$ cat config.mk
export PLATFORM = sky130hd
export DESIGN_NAME = fbp_flash_protect
export DESIGN_NICKNAME = d
export VERILOG_FILES = /design/src/common/fbp_pkg.sv /design/src/verilog/fbp_range_chk.sv /design/src/verilog/fbp_flash_protect.sv
export SDC_FILE = /design/constraint.sdc
export NUM_CORES = 1
export LEC_CHECK = 0
export ABC_AREA = 1
export BUFFER_PORTS_ARGS = -buffer_cell sky130_fd_sc_hd__buf_4
export CAP_MARGIN = 20
export CORE_MARGIN = 4
export CORE_UTILIZATION = 47
export CTS_CLUSTER_SIZE = 16
export DETAILED_ROUTE_END_ITERATION = 10
export PLACE_DENSITY = 0.81
export SETUP_SLACK_MARGIN = 0.1
export SLEW_MARGIN = 20
export SYNTH_ARGS = -nofsm -noshare
export SYNTH_HDL_FRONTEND = slang
export SYNTH_SLANG_ARGS = --single-unit
$ cat constraint.sdc
create_clock -name MCLK -period 3.1 [get_ports MCLK]
set_input_delay 0.465 -clock MCLK [delete_from_list [all_inputs] [get_ports MCLK]]
set_output_delay 0.465 -clock MCLK [all_outputs]
set_load 0.005 [all_outputs]
$ cat src/common/fbp_pkg.sv
package fbp_pkg;

   // ----------------------------------------------------------------
   // Register map, byte addresses
   // ----------------------------------------------------------------
   localparam logic [15:0] FBP_CTRL_OFS  = 16'h0000;
   localparam logic [15:0] FBP_TGT_OFS   = 16'h0004;
   localparam logic [15:0] FBP_STAT_OFS  = 16'h0008;
   localparam logic [15:0] FBP_PROT_OFS  = 16'hff80;

   // ----------------------------------------------------------------
   // Control register fields
   // ----------------------------------------------------------------
   localparam int          FBP_PGM_BIT   = 0;
   localparam int          FBP_ERASE_BIT = 1;
   localparam int          FBP_HV_BIT    = 3;

   // ----------------------------------------------------------------
   // Status register fields
   // ----------------------------------------------------------------
   localparam int          FBP_ST_LATCH_BIT = 0;
   localparam int          FBP_ST_PUMP_BIT  = 1;
   localparam int          FBP_ST_STBY_BIT  = 2;
   localparam int          FBP_ST_TVOLT_BIT = 3;

   // ----------------------------------------------------------------
   // Protected ranges, one per protect bit, all ending at the top
   // ----------------------------------------------------------------
   localparam int          FBP_NPROT       = 4;
   localparam logic [15:0] FBP_RANGE_TOP   = 16'hffff;
   localparam logic [3:0][15:0] FBP_RANGE_BASE = {16'hf000, 16'he000, 16'hc000, 16'ha000};
   localparam logic [7:0]  FBP_PROT_FACTORY = 8'h00;

   // ----------------------------------------------------------------
   // Bus answers
   // ----------------------------------------------------------------
   localparam logic [1:0]  FBP_RESP_OKAY   = 2'b00;
   localparam logic [1:0]  FBP_RESP_SLVERR = 2'b10;

   typedef struct packed {
      logic [7:0]  prot_byte;
      logic [7:0]  latched;
      logic        latched_valid;
      logic        program_select;
      logic        erase;
      logic        hv;
      logic        pump;
      logic        standby;
      logic [15:0] target;
      logic        aw_full;
      logic [15:0] awaddr;
      logic        w_full;
      logic [15:0] wdata;
      logic [1:0]  wstrb;
      logic        bvalid;
      logic [1:0]  bresp;
      logic        rvalid;
      logic [31:0] rdata;
      logic [1:0]  rresp;
   } fbp_state_t;

   localparam fbp_state_t FBP_STATE_RESET = '0;

endpackage

$ cat src/verilog/fbp_range_chk.sv
`timescale 1ns/100ps
module fbp_range_chk #(
   parameter logic [15:0] BASE = 16'h0000,
   parameter logic [15:0] TOP  = 16'hffff
) (
   input  wire logic        en,
   input  wire logic [15:0] addr,
   output logic             hit
);
   assign hit = en && (addr >= BASE) && (addr <= TOP);
endmodule // fbp_range_chk

$ cat src/verilog/fbp_flash_protect.sv
`timescale 1ns/100ps
// Overview of operation
// - Reading the protect byte copies it into the controller.
// - A target inside a protected block clears program and erase select.
// - High voltage enable needs a protect byte read in this operation.
// - All protect bits zero leaves the whole array open.
// - Protect bit 3 locks F000 to FFFF.
// - Protect bit 2 locks E000 to FFFF.
// - Protect bit 1 locks C000 to FFFF.
// - Protect bit 0 locks A000 to FFFF.
// - Protect byte survives reset; factory value zero; top four bits reserved.
// - Several set bits lock the union of their ranges.
// - Test voltage on the interrupt pin bypasses all protection.
// - Wait in read mode changes nothing in the flash.
// - Wait turns the charge pump off.
// - Select and voltage enable stay unchanged during wait while both are set.
// - Stop in read mode puts the array in standby.
// - Stop turns the charge pump off.
// - Select and voltage enable stay unchanged during stop while both are set.
// - An erase target in a protected area clears erase select.
// - Voltage enable accepts a one only while a select bit is set.
module fbp_flash_protect (
   input  wire logic        MCLK,
   input  wire logic        SRST,
   input  wire logic [15:0] AWADDR,
   input  wire logic [2:0]  AWPROT,
   input  wire logic        AWVALID,
   output logic             AWREADY,
   input  wire logic [31:0] WDATA,
   input  wire logic [3:0]  WSTRB,
   input  wire logic        WVALID,
   output logic             WREADY,
   output logic [1:0]       BRESP,
   output logic             BVALID,
   input  wire logic        BREADY,
   input  wire logic [15:0] ARADDR,
   input  wire logic [2:0]  ARPROT,
   input  wire logic        ARVALID,
   output logic             ARREADY,
   output logic [31:0]      RDATA,
   output logic [1:0]       RRESP,
   output logic             RVALID,
   input  wire logic        RREADY,
   input  wire logic        TEST_VOLTAGE_LEVEL,
   input  wire logic        WAIT_MODE,
   input  wire logic        STOP_MODE,
   output logic             HIGH_VOLTAGE_ENABLE,
   output logic             CHARGE_PUMP_ON,
   output logic             ARRAY_STANDBY
);

   // ----------------------------------------------------------------
   // State
   // ----------------------------------------------------------------
   // Protect byte models a flash cell: power-up value is the factory
   // value and reset never touches it.
   fbp_pkg::fbp_state_t state_reg = fbp_pkg::FBP_STATE_RESET;
   fbp_pkg::fbp_state_t state_next;

   logic [15:0]                     chk_addr;
   logic [fbp_pkg::FBP_NPROT-1:0]   hits;
   logic                            blocked;
   logic                            frozen;
   logic                            do_write;
   logic                            rd_take;
   logic                            op_sel;
   logic [31:0]                     stat_word;

   // ----------------------------------------------------------------
   // Range check against the latched copy
   // ----------------------------------------------------------------
   assign chk_addr = (state_reg.awaddr == fbp_pkg::FBP_PROT_OFS) ?
                     fbp_pkg::FBP_PROT_OFS : state_reg.wdata;

   genvar gi;
   generate
      for (gi = 0; gi < fbp_pkg::FBP_NPROT; gi++) begin : g_rng
         fbp_range_chk #(
            .BASE (fbp_pkg::FBP_RANGE_BASE[gi]),
            .TOP  (fbp_pkg::FBP_RANGE_TOP)
         ) u_chk (
            .en   (state_reg.latched[gi]),
            .addr (chk_addr),
            .hit  (hits[gi])
         );
      end
   endgenerate

   assign blocked  = (|hits) && !TEST_VOLTAGE_LEVEL;
   assign op_sel   = state_reg.program_select || state_reg.erase;
   assign frozen   = (WAIT_MODE || STOP_MODE) && op_sel && state_reg.hv;
   assign do_write = state_reg.aw_full && state_reg.w_full;
   assign rd_take  = ARVALID && ARREADY;

   // ----------------------------------------------------------------
   // Bus handshakes
   // ----------------------------------------------------------------
   assign AWREADY  = !state_reg.aw_full && !state_reg.bvalid;
   assign WREADY   = !state_reg.w_full && !state_reg.bvalid;
   assign ARREADY  = !state_reg.rvalid;
   assign BVALID   = state_reg.bvalid;
   assign BRESP    = state_reg.bresp;
   assign RVALID   = state_reg.rvalid;
   assign RDATA    = state_reg.rdata;
   assign RRESP    = state_reg.rresp;

   assign HIGH_VOLTAGE_ENABLE = state_reg.hv;
   assign CHARGE_PUMP_ON      = state_reg.pump;
   assign ARRAY_STANDBY       = state_reg.standby;

   always_comb begin
      stat_word = 32'h0000_0000;
      stat_word[fbp_pkg::FBP_ST_LATCH_BIT] = state_reg.latched_valid;
      stat_word[fbp_pkg::FBP_ST_PUMP_BIT]  = state_reg.pump;
      stat_word[fbp_pkg::FBP_ST_STBY_BIT]  = state_reg.standby;
      stat_word[fbp_pkg::FBP_ST_TVOLT_BIT] = TEST_VOLTAGE_LEVEL;
   end

   // ----------------------------------------------------------------
   // Next state
   // ----------------------------------------------------------------
   always_comb begin
      state_next = state_reg;

      if (AWVALID && AWREADY) begin
         state_next.aw_full = 1'b1;
         state_next.awaddr  = AWADDR;
      end
      if (WVALID && WREADY) begin
         state_next.w_full = 1'b1;
         state_next.wdata  = WDATA[15:0];
         state_next.wstrb  = WSTRB[1:0];
      end
      if (state_reg.bvalid && BREADY) begin
         state_next.bvalid = 1'b0;
      end

      if (do_write) begin
         state_next.aw_full = 1'b0;
         state_next.w_full  = 1'b0;
         state_next.bvalid  = 1'b1;
         state_next.bresp   = fbp_pkg::FBP_RESP_OKAY;
         case (state_reg.awaddr)
            fbp_pkg::FBP_CTRL_OFS: begin
               // Writes are ignored while a held operation sits in wait or stop
               if (state_reg.wstrb[0] && !frozen) begin
                  // Interlock: asking for both selects changes neither
                  if (!(state_reg.wdata[fbp_pkg::FBP_PGM_BIT] &&
                        state_reg.wdata[fbp_pkg::FBP_ERASE_BIT])) begin
                     state_next.program_select   = state_reg.wdata[fbp_pkg::FBP_PGM_BIT];
                     state_next.erase = state_reg.wdata[fbp_pkg::FBP_ERASE_BIT];
                  end
                  if (!state_reg.wdata[fbp_pkg::FBP_HV_BIT]) begin
                     state_next.hv = 1'b0;
                  end else if ((state_next.program_select || state_next.erase) &&
                               state_reg.latched_valid) begin
                     state_next.hv = 1'b1;
                  end
               end
            end
            fbp_pkg::FBP_TGT_OFS: begin
               if ((&state_reg.wstrb) && !frozen) begin
                  state_next.target = state_reg.wdata;
                  if (op_sel && blocked) begin
                     state_next.program_select   = 1'b0;
                     state_next.erase = 1'b0;
                  end
               end
            end
            fbp_pkg::FBP_PROT_OFS: begin
               // Only a live, unprotected program or erase pulse alters the cell
               if (state_reg.wstrb[0] && state_reg.pump && !blocked) begin
                  if (state_reg.program_select) begin
                     state_next.prot_byte = state_reg.prot_byte | state_reg.wdata[7:0];
                  end else if (state_reg.erase) begin
                     state_next.prot_byte = fbp_pkg::FBP_PROT_FACTORY;
                  end
               end
            end
            fbp_pkg::FBP_STAT_OFS: begin
            end
            default: begin
               state_next.bresp = fbp_pkg::FBP_RESP_SLVERR;
            end
         endcase
      end

      // Leaving program and erase ends the operation and its latch
      if (!(state_next.program_select || state_next.erase)) begin
         state_next.hv            = 1'b0;
         state_next.latched_valid = 1'b0;
      end

      if (state_reg.rvalid && RREADY) begin
         state_next.rvalid = 1'b0;
      end
      if (rd_take) begin
         state_next.rvalid = 1'b1;
         state_next.rresp  = fbp_pkg::FBP_RESP_OKAY;
         state_next.rdata  = 32'h0000_0000;
         case (ARADDR)
            fbp_pkg::FBP_CTRL_OFS: begin
               state_next.rdata[fbp_pkg::FBP_PGM_BIT]   = state_reg.program_select;
               state_next.rdata[fbp_pkg::FBP_ERASE_BIT] = state_reg.erase;
               state_next.rdata[fbp_pkg::FBP_HV_BIT]    = state_reg.hv;
            end
            fbp_pkg::FBP_TGT_OFS: begin
               state_next.rdata[15:0] = state_reg.target;
            end
            fbp_pkg::FBP_STAT_OFS: begin
               state_next.rdata = stat_word;
            end
            fbp_pkg::FBP_PROT_OFS: begin
               state_next.rdata[7:0] = state_reg.prot_byte;
               state_next.latched    = state_reg.prot_byte;
               // Only counts for the voltage step once an operation is selected
               state_next.latched_valid = state_next.program_select || state_next.erase;
            end
            default: begin
               state_next.rresp = fbp_pkg::FBP_RESP_SLVERR;
            end
         endcase
      end

      // Pump follows the enable but goes off one cycle after wait or stop is seen
      state_next.pump    = state_next.hv && !WAIT_MODE && !STOP_MODE;
      state_next.standby = STOP_MODE &&
                           !(state_next.program_select || state_next.erase || state_next.hv);

      if (SRST) begin
         state_next           = fbp_pkg::FBP_STATE_RESET;
         state_next.prot_byte = state_reg.prot_byte;
      end
   end

   always_ff @(posedge MCLK) begin
      state_reg <= state_next;
   end
endmodule // fbp_flash_protect

==> reports/metrics.cfg <==
[status]
status = complete, no violations

[timing]
min_period_over_period_pct = 61.9
holdWs_ns = 0.285
tns_ns = 0
worstMarginPinSlew_ns = 0.762
fin_crit_ns = 1.92
hold_viol = 0
grt_setup_unrepaired = no
fmax_mhz = 521
skew_ns = 0.0134
slew_violations = 0
relSlewSlack_pct = 48.8
setup_viol = 0

[cts]
clockRootBuffer = clkbuf_8
cts_htree_levels = 3
postCtsSetupBuffers = 0
cts.sinks = 90
cts_tree = done
postCtsResizedCells = 0
clk_pin_slew_worst_paths_ns = 0.10
cts_buffers = 9
cts_max_path_buffers = 2
cts_hold_buf = 0
clock_latency_ns = 0.36

[routing]
met2WireLength_mm = 4.76
wl_met3_microns = 750
drc = 0
wirelength_mm = 9.63
drtIter0Drc = 178
firstDrtPassIters = 5
vias = 3729
antenna_left = 0
m1WireLength_mm = 4.02
post_drt_wl_per_cell_microns = 13.3
routed.top_layer = met4
viasPerCell = 5.14

[worst_hold_path]
hold_path_end = BVALID
hp-class = input pin to register
min_path_cells = 2
worstHoldStart = BREADY

[layout]
nets = 699
syn_to_final_growth_pct = 17.5
multi_input_area_sq_um = 1740
fin_util_pct = 57.5
fill_cells = 768
final_common_cell = nor2_1
ff_latch_area_sq_um = 1880
largest_register_ffs = 66
drive_gt1_share_pct = 18.7
layout_common_cells = nor2_1, buf_4, dfxtp_1, nand2_1, o21ai_0
final_cells = 725
antenna_cells = 0

[critical_path]
crit_type = input pin to register
crit_fanout = 12
crit_arrival_ns = 2.21
worstPathRequired_ns = 3.39
reg2reg_from = state_reg[94]
reg2reg_depth = 8
cp-end-kind = register
rrSetupSlack_ns = 1.23
start_kind = input pin
reg2reg_to = state_reg[77]

[floorplan]
rows = 33
initial_core_util_pct = 49.0
chipHeight_microns = 101
die_area_sq_um = 10200
design.core.area_sq_um = 8340
die_w_microns = 101
ios = 128

[global_route]
grt_pass1_wl_mm = 15.7
grt_util_all_layers_pct = 18.8
grt_pass1_vias = 3493
gr-total-overflow = 0
grt_max_degree = 56
grt_antenna_before_repair = 0

[logic_synthesis]
synth_cells = 553
ys_types = 36
ys_ff_latch = 90
yosysSeqAreaShare_pct = 46.1
synth_area_per_cell_sq_um = 7.39
syn_area_sq_um = 4080
ys.warnings.count = 0

[placed_design]
numPortBuffers = 85
gp_congestion = 0.858
hpwl_mm = 7.20
placed_cells = 709

[pwr]
ir_drop_mv = 0.264
finalPower_uw = 2330
pwr_density_cell_nw_per_um2 = 486
power_leakage_uw = 0.00214

[run]
maxCapViolations = 0

cells by family after synthesis:
| family | share of synthesized area, % |
|---|---|
| compound gates | 14.3 |
| buf+inv | 12.9 |
| flops | 46.1 |
| other cells | 0.0918 |
| simple gates | 26.7 |
area by class of cell:
class / instances / area share [%]
Sequential cell: 90 / 39.2
Multi-Input combinational cell: 380 / 36.3
Timing Repair Buffer: 90 / 14.1
Inverter: 44 / 3.44
Tap cell: 105 / 2.74
Clock buffer: 9 / 2.58
Clock inverter: 7 / 1.64
worst max-delay path by stage:
stage / end / startpoint / cells after the start
after CTS: RDATA[13] / ARADDR[11] / 7
after floorplan: state_reg[104] / SRST / 4
after global placement: RDATA[8] / ARADDR[11] / 7
after global routing: state_reg[76] / state_reg[57] / 8
final: RDATA[6] / ARADDR[11] / 7
after detailed placement: RDATA[13] / ARADDR[11] / 7
routing by layer:
metal,vias up,GRT usage (%)
met3,12,3.72
met2,140,32.9
met1,1700,23.2
met5,-,0
met4,0,5.93
li1,1877,-
worst max-delay path: stages:
cell and delay, ns:
buf_4 0.12, or2_4 0.25, nor3_4 0.32, nand2_2 0.13, nor4_4 0.59, nand3_1 0.16
a31oi_1 0.17
power by group:
group          leakage (uW)  total, uW  internal [uW]  switching (uW)
registers          0.000744       1250           1220            32.7
clock network     0.0000973        808            379             428
logic               0.00130        270            113             158
metrics by stage:
step	area (sq um)	worst slack (ns)
final	4800	1.18
after global routing	4800	0.995
after CTS	4800	1.19
after detailed placement	4600	0.812
after global placement	4600	0.905
after floorplan	4150	0.380
Yosys cell counts (all sizes together):
cell,instances,area share [%]
o21ai,57,7.0
nor2,111,10
inv,43,4.0
clkbuf,15,1.4
or2,2,0.37
nand3b,1,0.18
a31oi,4,0.61
o31ai,1,0.18
and2b,1,0.21
dfxtp,82,40
conb,1,0.092
a21boi,1,0.18
clkinv,1,0.092
nand4,13,2.0
a21oi,42,5.1
nand2,80,7.4
a32o,1,0.25
buf,41,7.4
a31o,1,0.21
edfxtp,8,5.9
nor4,2,0.67
a2111oi,1,0.21
nor3,5,1.0
o21a,2,0.37
nand3,36,4.5
o22ai,1,0.15
No activity file was read; power rests on OpenSTA's default activity.
